`src/tocu_map.svh`:
```
// Constants of the timer output compare block
`ifndef TOCU_MAP_SVH
`define TOCU_MAP_SVH
// ----------------------------------------
// Waveform mode codes
// ----------------------------------------
`define TOCU_WGM_NORMAL 4'h0
`define TOCU_WGM_CTC_CMPA 4'h4
`define TOCU_WGM_CTC_CAPT 4'hC
`define TOCU_WGM_FAST_8 4'h5
`define TOCU_WGM_FAST_9 4'h6
`define TOCU_WGM_FAST_10 4'h7
`define TOCU_WGM_FAST_CAPT 4'hE
`define TOCU_WGM_FAST_CMPA 4'hF
// ----------------------------------------
// Output mode field codes
// ----------------------------------------
`define TOCU_COM_OFF 2'h0
`define TOCU_COM_TOGGLE 2'h1
`define TOCU_COM_CLEAR 2'h2
`define TOCU_COM_SET 2'h3
// ----------------------------------------
// Reset values
// ----------------------------------------
`define TOCU_WAVE_RST 1'h0
`define TOCU_FLAG_RST 1'h0
`define TOCU_TEMP_RST 8'h00
`define TOCU_CMP_RST 16'h0000
`endif

```
`src/tocu_pkg.sv`:
```
// Types shared by the output compare block
package tocu_pkg;
    // Action applied to a wave output register
    typedef enum logic [1:0] {
        TOCU_ACT_NONE,
        TOCU_ACT_CLEAR,
        TOCU_ACT_SET,
        TOCU_ACT_TOGGLE
    } tocu_action_e;
endpackage : tocu_pkg

```
`src/tocu_cmp_reg.sv`:
```
// Compare value buffer and active register of one channel
`include "tocu_map.svh"
module tocu_cmp_reg
    import tocu_pkg::*;
#(
    parameter int WIDTH = 16
)
(
    input wire logic core_clk,
    input wire logic srst,
    input wire logic buffered,
    input wire logic wr_full,
    input wire logic [WIDTH-1:0] wr_data,
    input wire logic xfer,
    output logic [WIDTH-1:0] active_value,
    output logic [WIDTH-1:0] cpu_view
);
    logic [WIDTH-1:0] buffer_reg;
    logic [WIDTH-1:0] active_reg;

    // Buffer takes CPU words only while buffering is on
    always_ff @(posedge core_clk)
    begin
        if (srst)
            buffer_reg <= WIDTH'(`TOCU_CMP_RST);
        else if (wr_full && buffered)
            buffer_reg <= wr_data;
    end

    // Active value: direct write, or transfer at the turn point
    always_ff @(posedge core_clk)
    begin
        if (srst)
            active_reg <= WIDTH'(`TOCU_CMP_RST);
        else if (wr_full && !buffered)
            active_reg <= wr_data;
        else if (buffered && xfer)
            active_reg <= buffer_reg;
    end

    assign active_value = active_reg;
    // Read returns the register itself, never the temp byte
    assign cpu_view = buffered ? buffer_reg : active_reg;

    property p_direct_write;
        @(posedge core_clk) disable iff (srst)
        (wr_full && !buffered) |=> (active_reg == $past(wr_data));
    endproperty
    a_direct_write: assert property (p_direct_write)
        else $error("direct write did not reach active value");

    property p_hold_until_xfer;
        @(posedge core_clk) disable iff (srst)
        (buffered && !xfer && $past(buffered)) |=> $stable(active_reg);
    endproperty
    a_hold_until_xfer: assert property (p_hold_until_xfer)
        else $error("active value changed outside transfer point");
endmodule : tocu_cmp_reg

```
`src/tocu_wave_out.sv`:
```
// Wave output register and pin override of one channel
`include "tocu_map.svh"
module tocu_wave_out
    import tocu_pkg::*;
(
    input wire logic core_clk,
    input wire logic srst,
    input tocu_action_e act,
    input wire logic [1:0] output_mode_field,
    input wire logic port_out_value,
    input wire logic pin_direction_bit,
    output logic wave_output,
    output logic pin_out,
    output logic pin_oe
);
    logic wave_reg;

    // Kept across mode changes; only reset or an action moves it
    always_ff @(posedge core_clk)
    begin
        if (srst)
            wave_reg <= `TOCU_WAVE_RST;
        else
            case (act)
                TOCU_ACT_CLEAR: wave_reg <= 1'b0;
                TOCU_ACT_SET: wave_reg <= 1'b1;
                TOCU_ACT_TOGGLE: wave_reg <= !wave_reg;
                default: wave_reg <= wave_reg;
            endcase
    end

    assign wave_output = wave_reg;
    // Any set mode bit hands the pin to the wave; direction stays with port
    assign pin_out = (output_mode_field != `TOCU_COM_OFF) ? wave_reg : port_out_value;
    assign pin_oe = pin_direction_bit;

    property p_pin_source;
        @(posedge core_clk) disable iff (srst)
        (output_mode_field != `TOCU_COM_OFF && pin_direction_bit) |-> (pin_oe && pin_out == wave_output);
    endproperty
    a_pin_source: assert property (p_pin_source)
        else $error("pin not driven from wave output");
endmodule : tocu_wave_out

```
`src/tocu_output_compare.sv`:
```
// Output compare section of a 16-bit timer, two channels
`include "tocu_map.svh"
module tocu_output_compare
    import tocu_pkg::*;
#(
    parameter int NCH = 2,
    parameter int WIDTH = 16
)
(
    input wire logic core_clk,
    input wire logic srst,
    input wire logic timer_tick,
    input wire logic [WIDTH-1:0] counter_value,
    input wire logic counter_at_top,
    input wire logic counter_at_bottom,
    input wire logic count_down,
    input wire logic pwm_mode,
    input wire logic [3:0] waveform_mode,
    input wire logic counter_write,
    input wire logic [7:0] cpu_wdata,
    input wire logic [NCH-1:0] compare_value_high_wr,
    input wire logic [NCH-1:0] compare_value_low_wr,
    input wire logic temp_load,
    input wire logic [7:0] temp_load_data,
    input wire logic [NCH-1:0] flag_clear_wr,
    input wire logic [NCH-1:0] irq_ack,
    input wire logic [NCH-1:0] compare_irq_enable,
    input wire logic [NCH-1:0] force_compare_strobe,
    input wire logic [NCH-1:0][1:0] output_mode_field,
    input wire logic [NCH-1:0] port_out_value,
    input wire logic [NCH-1:0] pin_direction_bit,
    output logic [7:0] temp_byte,
    output logic [NCH-1:0][WIDTH-1:0] compare_value,
    output logic [WIDTH-1:0] compare_top_a,
    output logic top_from_compare_a,
    output logic [NCH-1:0] compare_match,
    output logic [NCH-1:0] compare_flag,
    output logic [NCH-1:0] compare_irq,
    output logic [NCH-1:0] wave_output,
    output logic [NCH-1:0] pin_out,
    output logic [NCH-1:0] pin_oe
);

    // ----------------------------------------
    // Mode decoding
    // ----------------------------------------

    // Single-slope PWM modes
    function automatic logic is_fast(input logic [3:0] mode);
        is_fast = (mode == `TOCU_WGM_FAST_8) || (mode == `TOCU_WGM_FAST_9) ||
            (mode == `TOCU_WGM_FAST_10) || (mode == `TOCU_WGM_FAST_CAPT) ||
            (mode == `TOCU_WGM_FAST_CMPA);
    endfunction : is_fast

    // Action on a compare match, from output mode field and mode
    function automatic tocu_action_e match_action(
        input logic pwm,
        input logic fast,
        input logic down,
        input logic [1:0] com
    );
        match_action = TOCU_ACT_NONE;
        if (!pwm)
        begin
            // Set, clear or toggle in normal and CLEAR_ON_COMPARE_MODE modes
            case (com)
                `TOCU_COM_TOGGLE: match_action = TOCU_ACT_TOGGLE;
                `TOCU_COM_CLEAR: match_action = TOCU_ACT_CLEAR;
                `TOCU_COM_SET: match_action = TOCU_ACT_SET;
                default: match_action = TOCU_ACT_NONE;
            endcase
        end
        else
        begin
            // Non-inverted or inverted; dual slope flips on way down
            case (com)
                `TOCU_COM_CLEAR: match_action = (!fast && down) ? TOCU_ACT_SET : TOCU_ACT_CLEAR;
                `TOCU_COM_SET: match_action = (!fast && down) ? TOCU_ACT_CLEAR : TOCU_ACT_SET;
                default: match_action = TOCU_ACT_NONE;
            endcase
        end
    endfunction : match_action

    // Action at bottom in single-slope PWM
    function automatic tocu_action_e bottom_action(input logic [1:0] com);
        case (com)
            `TOCU_COM_CLEAR: bottom_action = TOCU_ACT_SET;
            `TOCU_COM_SET: bottom_action = TOCU_ACT_CLEAR;
            default: bottom_action = TOCU_ACT_NONE;
        endcase
    endfunction : bottom_action

    // ----------------------------------------
    // Shared decode
    // ----------------------------------------

    logic fast_mode;
    logic xfer_point;
    logic block_reg;
    logic blocked;
    logic [NCH-1:0][WIDTH-1:0] compare_top_w;

    assign fast_mode = pwm_mode && is_fast(waveform_mode);
    // Single slope reloads at bottom, dual slope at top
    assign xfer_point = timer_tick && (fast_mode ? counter_at_bottom : counter_at_top);

    // Channel A may define the period; the counter logic picks it up
    assign compare_top_a = compare_top_w[0];
    assign top_from_compare_a = (waveform_mode == `TOCU_WGM_CTC_CMPA) ||
        (waveform_mode == `TOCU_WGM_FAST_CMPA);

    // ----------------------------------------
    // Shared temp byte
    // ----------------------------------------

    logic [7:0] temp_reg;

    // One temp byte for every 16-bit register of the timer
    always_ff @(posedge core_clk)
    begin
        if (srst)
            temp_reg <= `TOCU_TEMP_RST;
        else if (|compare_value_high_wr)
            temp_reg <= cpu_wdata;
        else if (temp_load)
            temp_reg <= temp_load_data;
    end

    assign temp_byte = temp_reg;

    property p_temp_high;
        @(posedge core_clk) disable iff (srst)
        (|compare_value_high_wr) |=> (temp_byte == $past(cpu_wdata));
    endproperty
    a_temp_high: assert property (p_temp_high)
        else $error("high byte write missed the temp byte");

    // ----------------------------------------
    // Match blocking after a counter write
    // ----------------------------------------

    // Armed by a write, held while the timer clock stands still
    always_ff @(posedge core_clk)
    begin
        if (srst)
            block_reg <= 1'b0;
        else if (counter_write)
            block_reg <= 1'b1;
        else if (timer_tick)
            block_reg <= 1'b0;
    end

    // A write has priority over the count in its own cycle too
    assign blocked = block_reg || counter_write;

    // ----------------------------------------
    // Channels
    // ----------------------------------------

    logic [NCH-1:0] equal_w;
    logic [NCH-1:0] match_evt;
    logic [NCH-1:0] flag_reg;

    genvar ch;
    generate
        for (ch = 0; ch < NCH; ch++)
        begin : g_chan
            tocu_action_e act;
            logic force_hit;

            // Low write joins the temp byte into one 16-bit load
            tocu_cmp_reg #(
                .WIDTH(WIDTH)
            ) u_cmp (
                .core_clk(core_clk),
                .srst(srst),
                .buffered(pwm_mode),
                .wr_full(compare_value_low_wr[ch]),
                .wr_data(WIDTH'({temp_reg, cpu_wdata})),
                .xfer(xfer_point),
                .active_value(compare_top_w[ch]),
                .cpu_view(compare_value[ch])
            );

            // Full-width compare, every cycle
            assign equal_w[ch] = (counter_value == compare_top_w[ch]);
            // Counts on a tick only, and not right after a counter write
            assign match_evt[ch] = timer_tick && equal_w[ch] && !blocked;
            assign compare_match[ch] = match_evt[ch];

            // Forcing only exists outside PWM modes
            assign force_hit = force_compare_strobe[ch] && !pwm_mode;

            // Unbuffered field read live; match beats bottom and force
            always_comb
            begin
                act = TOCU_ACT_NONE;
                if (match_evt[ch])
                    act = match_action(pwm_mode, fast_mode, count_down, output_mode_field[ch]);
                else if (fast_mode && timer_tick && counter_at_bottom)
                    act = bottom_action(output_mode_field[ch]);
                else if (force_hit)
                    act = match_action(1'b0, 1'b0, 1'b0, output_mode_field[ch]);
            end

            tocu_wave_out u_wave (
                .core_clk(core_clk),
                .srst(srst),
                .act(act),
                .output_mode_field(output_mode_field[ch]),
                .port_out_value(port_out_value[ch]),
                .pin_direction_bit(pin_direction_bit[ch]),
                .wave_output(wave_output[ch]),
                .pin_out(pin_out[ch]),
                .pin_oe(pin_oe[ch])
            );

            // Flag: a match sets it, ack or written one clears; set wins
            always_ff @(posedge core_clk)
            begin
                if (srst)
                    flag_reg[ch] <= `TOCU_FLAG_RST;
                else if (match_evt[ch])
                    flag_reg[ch] <= 1'b1;
                else if (irq_ack[ch] || flag_clear_wr[ch])
                    flag_reg[ch] <= 1'b0;
            end

            assign compare_flag[ch] = flag_reg[ch];
            assign compare_irq[ch] = flag_reg[ch] && compare_irq_enable[ch];

            // ----------------------------------------
            // Checks
            // ----------------------------------------

            property p_flag_after_match;
                @(posedge core_clk) disable iff (srst)
                (timer_tick && equal_w[ch] && !block_reg && !counter_write) |=> compare_flag[ch];
            endproperty
            a_flag_after_match: assert property (p_flag_after_match)
                else $error("match did not set compare flag");

            property p_irq_request;
                @(posedge core_clk) disable iff (srst)
                (compare_flag[ch] && compare_irq_enable[ch]) |-> compare_irq[ch];
            endproperty
            a_irq_request: assert property (p_irq_request)
                else $error("enabled flag raised no interrupt");

            property p_flag_clear;
                @(posedge core_clk) disable iff (srst)
                ((irq_ack[ch] || flag_clear_wr[ch]) && !match_evt[ch]) |=> !compare_flag[ch];
            endproperty
            a_flag_clear: assert property (p_flag_clear)
                else $error("compare flag not cleared");

            property p_block_after_write;
                @(posedge core_clk) disable iff (srst)
                counter_write ##1 (!counter_write && timer_tick) |-> !compare_match[ch];
            endproperty
            a_block_after_write: assert property (p_block_after_write)
                else $error("match passed in blocked tick");

            property p_force_no_flag;
                @(posedge core_clk) disable iff (srst)
                (force_hit && !timer_tick && !compare_flag[ch]) |=> !compare_flag[ch];
            endproperty
            a_force_no_flag: assert property (p_force_no_flag)
                else $error("forced compare set the flag");

            property p_force_toggle;
                @(posedge core_clk) disable iff (srst)
                (force_hit && !timer_tick && output_mode_field[ch] == `TOCU_COM_TOGGLE)
                    |=> (wave_output[ch] != $past(wave_output[ch]));
            endproperty
            a_force_toggle: assert property (p_force_toggle)
                else $error("forced toggle left output unchanged");

            property p_field_off_holds;
                @(posedge core_clk) disable iff (srst)
                (output_mode_field[ch] == `TOCU_COM_OFF) |=> (wave_output[ch] == $past(wave_output[ch]));
            endproperty
            a_field_off_holds: assert property (p_field_off_holds)
                else $error("output changed with mode field zero");

            property p_fast_bottom;
                @(posedge core_clk) disable iff (srst)
                (fast_mode && timer_tick && counter_at_bottom && !match_evt[ch]
                    && output_mode_field[ch] == `TOCU_COM_CLEAR) |=> wave_output[ch];
            endproperty
            a_fast_bottom: assert property (p_fast_bottom)
                else $error("non-inverting output not set at bottom");

            property p_irq_masked;
                @(posedge core_clk) disable iff (srst)
                !compare_irq_enable[ch] |-> !compare_irq[ch];
            endproperty
            a_irq_masked: assert property (p_irq_masked)
                else $error("masked channel raised an interrupt");

            property p_match_toggle;
                @(posedge core_clk) disable iff (srst)
                (!pwm_mode && match_evt[ch] && output_mode_field[ch] == `TOCU_COM_TOGGLE)
                    |=> (wave_output[ch] != $past(wave_output[ch]));
            endproperty
            a_match_toggle: assert property (p_match_toggle)
                else $error("toggle match left output unchanged");

            property p_pwm_ignores_force;
                @(posedge core_clk) disable iff (srst)
                (pwm_mode && !timer_tick) |=> $stable(wave_output[ch]);
            endproperty
            a_pwm_ignores_force: assert property (p_pwm_ignores_force)
                else $error("output moved in PWM mode without a tick");
        end
    endgenerate

endmodule : tocu_output_compare

```
`config.mk`:
```
export PLATFORM = sky130hd
export DESIGN_NAME = tocu_output_compare
export DESIGN_NICKNAME = d
export VERILOG_FILES = /design/src/tocu_pkg.sv /design/src/tocu_cmp_reg.sv /design/src/tocu_wave_out.sv /design/src/tocu_output_compare.sv
export VERILOG_INCLUDE_DIRS = /design/src /design/src/src
export SDC_FILE = /design/constraint.sdc
export NUM_CORES = 1
export LEC_CHECK = 0
export ABC_AREA = 1
export BUFFER_PORTS_ARGS = -buffer_cell sky130_fd_sc_hd__clkbuf_2
export CORE_AREA = 10 10 121 123
export DETAILED_ROUTE_END_ITERATION = 16
export DIE_AREA = 0 0 131 133
export PLACE_DENSITY = 0.73
export RECOVER_POWER = 100
export SYNTH_ARGS = -nofsm -noshare
export SYNTH_HDL_FRONTEND = slang
export SYNTH_SLANG_ARGS = --single-unit
```
`constraint.sdc`:
```
create_clock -name core_clk -period 1.3 [get_ports core_clk]
set_input_delay 0 -clock core_clk [delete_from_list [all_inputs] [get_ports core_clk]]
set_output_delay 0 -clock core_clk [all_outputs]
set_load 0.05 [all_outputs]
```
==> results.txt <==
- Top metal layer carrying routed signals: met4
- Data arrival time of the critical path: 1510 ps
- The clock passes through at most 2 buffers.
- Residual antenna-violating net count after detailed routing: 0
- Clock skew after layout: 10.67 ps
- Number of synthesized register bits: 77
- Power density over cell area: 1073 nW/um^2
* Die outline width: 131 um
- Of the total synthesized cell area, the portion taken by XOR and XNOR cells is 2.277%.
- For this block, wires on met1 add up to 7467 um.
* Post-synth ARST share: 0%
- After detailed routing, the number of vias per cell comes to 4.947.
- Number of max-slew violations in the final report: 0
- Multiplexer fraction of the synthesized cell area: 0%
- The H-tree was split into 3 levels.
- Grt ovf: 0
* Clock transition at path regs: 70 ps
- Data required time of the critical path: 1300 ps
- Simple-gate share of the synthesized area: 29.97%
- Global routing consumed, over all layers together, 18.87% of the routing resources.
* Max VDD drop: 0.0006482 V
- Netlist Area Pre-Place: 5001 um^2
- At the end of routability-driven placement, the weighted congestion stood at 0.9067.
- Grouping stages by cell kind, the critical path spends the most delay in simple AND/OR/NAND/NOR gates.
- Portion of the clock cycle consumed by the worst path in the final layout: 116.1%
- After floorplanning, the core was sized to cover 12360 um^2.
* Delay of the slowest critical-path stage: 340 ps
* Number of enable flip-flop cells after synthesis: 0
- The final hold violation count is 0.
- Crit Path Max Fanout: 4
* FF-to-FF path depth: 11
- Detail Route met3 WL: 1351 um
- Setup crit end kind: output pin
- Violation count after the first detailed-route iteration: 495
* Worst path cell trace: inv_2 > nand2_1 > nand2_1 > nand2_2 > nor2_2 > nand3_2 > nor2_4 > buf_6 > buf_12
- In the final layout, the share of cells above drive strength 1 is 31.15%.
- Largest family of logic cells by synthesized area: simple AND/OR/NAND/NOR gates
* Half-perimeter wire length after detailed placement: 12460 um
- The number of different library cells used by synthesis comes to 27.
- The largest individual stage delay along the critical path comes from the cell sky130_fd_sc_hd__dfxtp_2.
- Setup repair after global routing could not meet its margin everywhere.
* Number of setup violations in the final report: 50
* Cell with the most instances on the worst path: sky130_fd_sc_hd__nand2_1
* Total nets after synthesis: 892
- Across all setup checks in the final design, the least slack found is -209.5 ps.
* Run status: finished with violations
- The critical path is of the flop to output pin type.
- The first global-routing pass estimated 26540 um of wire.
- Dividing the detail-routed wire length by the instance count gives 14.80 um.
- Static leakage: 3.501 nW
- Drt drc: 0
- Entering global routing, the biggest net connects 68 pins.
- Count of cell instances traversed by the critical path: 9
- During placement, the flow inserted port buffers numbering 129.
- Later-pin clock latency in the skew report: 340 ps
- Sequential area share after synthesis: 30.82%
- The library cells used most frequently in the layout, excluding fill and tap cells, are sky130_fd_sc_hd__nand2_1, sky130_fd_sc_hd__o21ai_0, sky130_fd_sc_hd__clkbuf_2.
* Wire length on met2: 7740 um
- Number of sinks handled by clock tree synthesis: 77
* Floorplan die height: 133 um
- For this run, the top clock speed supported by timing is 662.5 MHz.
- Summing the areas of all fa, ha and maj instances in the mapped netlist gives 2.752% of the synthesized area.
* Top FF cell, synth: sky130_fd_sc_hd__dfxtp_1
- Across the run, the number of max-cap violations was 0.
* Number of buffer and inverter stages on the critical path: 3
* Startpoint type of the worst setup path: flop
- After layout, the design draws a total of 7.885 mW.
- Summing the areas of all compound-gate instances in the mapped netlist gives 19.91% of the synthesized area.
- Gate count of the mapped netlist: 816
- Violations in the final reports: negative setup slack
- The library cell used most frequently in the layout, excluding fill and tap cells, is sky130_fd_sc_hd__nand2_1.
- Summing over every cut layer, the via total after detailed routing is 5679.
- The number of antenna violations at the first check in global routing was 0.
- Subtracting the final worst setup slack from the clock period gives 1509 ps.
- The die covers 17420 um^2.
- At the pin with the least slew margin, the transition time is 625.6 ps.
- Routed wire length: 16990 um
- Kind of path behind the tightest hold check: input port to output pin
- Setup WS pre-CTS: -59.41 ps
* Root buffer selected by CTS: sky130_fd_sc_hd__clkbuf_16
- 134 I/O pins were placed.
- In this run, CTS created clock tree buffers numbering 9.
- From synthesis to final layout, the design area changed by 46.94%.
* Starting Density: 40.45%
* Mean Syn Cell Area: 6.129 um^2
- Number of global-route vias before repair: 5512
- After the last flow step, the layout net total stands at 1048.
- CTS tree: yes
- Final hold analysis gives a worst-case slack of 0.4292 ps.
- Yosys printed 0 warnings.
* Site Rows: 41
* Cells on Worst Hold Path: 0
* First drt pass iteration count: 5
* Worst slew margin: 58.47%
- Ant diodes: 0
-- timing repair --
item	4_1_cts	5_1_grt
hold buffers	21	0
setup buffers	9	1
pin swaps	25	26
resized for setup	55	76
hold endpoints to repair	22	0
setup endpoints to repair	20	26
-- stage by stage --
stage	util (%)	std cells	TNS [ps]	area, um^2
floorplan	-	816	-2120	5006
global placement	52.45	1105	-2.399	6485
detailed placement	52.45	1105	-102.1	6485
CTS	58.12	1149	-650.1	7186
global route	59.44	1148	-8154	7348
finish	59.44	1148	-2818	7348
-- worst reg2reg max path, delay by kind of cell (launching register included) --
| family | cells | cell delay (ps) |
|---|---|---|
| buffers and inverters | 1 | 50 |
| AND/OR/NAND/NOR | 10 | 890 |
| flip-flops | 1 | 330 |
-- cell families after synthesis --
family	Yosys count
XOR/XNOR	13
buffers and inverters	154
adder cells (fa/ha/maj)	11
AO/OA/AOI/OAI	196
AND/OR/NAND/NOR	365
flip-flops	77
-- cell usage after synthesis (8+ instances only) --
cell / number / area [um^2]
sky130_fd_sc_hd__a21oi_1: 70 / 350.3
sky130_fd_sc_hd__buf_2: 15 / 75.07
sky130_fd_sc_hd__dfxtp_1: 77 / 1541
sky130_fd_sc_hd__buf_4: 25 / 187.7
sky130_fd_sc_hd__ha_1: 11 / 137.6
sky130_fd_sc_hd__clkbuf_1: 19 / 71.32
sky130_fd_sc_hd__inv_1: 88 / 330.3
sky130_fd_sc_hd__nand3_1: 55 / 275.3
sky130_fd_sc_hd__o21ai_0: 116 / 580.6
sky130_fd_sc_hd__nand2_1: 229 / 859.6
sky130_fd_sc_hd__a31oi_1: 8 / 50.05
sky130_fd_sc_hd__xnor2_1: 8 / 70.07
sky130_fd_sc_hd__nor2_1: 69 / 259.0
-- cell type report --
cell class | count | area, um^2
repair buffers | 209 | 1912
well taps | 172 | 215.2
flip-flops and latches | 77 | 1573
clock buffers | 10 | 239.0
inverters | 90 | 340.3
multi-input cells | 585 | 3008
fillers | 1101 | 5015
clock inverters | 5 | 61.31
-- layer usage --
| layer | vias up | global-route usage (%) |
|---|---|---|
| met5 | - | 0 |
| met4 | 0 | 7.046 |
| met3 | 32 | 5.433 |
| met2 | 208 | 29.69 |
| met1 | 2541 | 23.68 |
| li1 | 2898 | - |
-- report_power, final --
group          switching [mW]  total (mW)  internal, mW
logic                    1.62        2.65          1.03
clock network            1.02        2.55          1.53
registers               0.141        2.69          2.55
total                    2.78        7.88          5.11
-- path summary, 6_finish.rpt --
path | to | startpoint | slack, ps
max | compare_match[0] | g_chan[0].u_cmp.active_value[11] | -210
min | pin_oe[0] | pin_direction_bit[0] | 0.4
max reg2reg | g_chan[1].u_wave.wave_output | g_chan[1].u_cmp.active_value[7] | -80
min reg2reg | temp_byte[5] | temp_byte[5] | 500
Note: power is estimated with default switching activity, not from simulation.
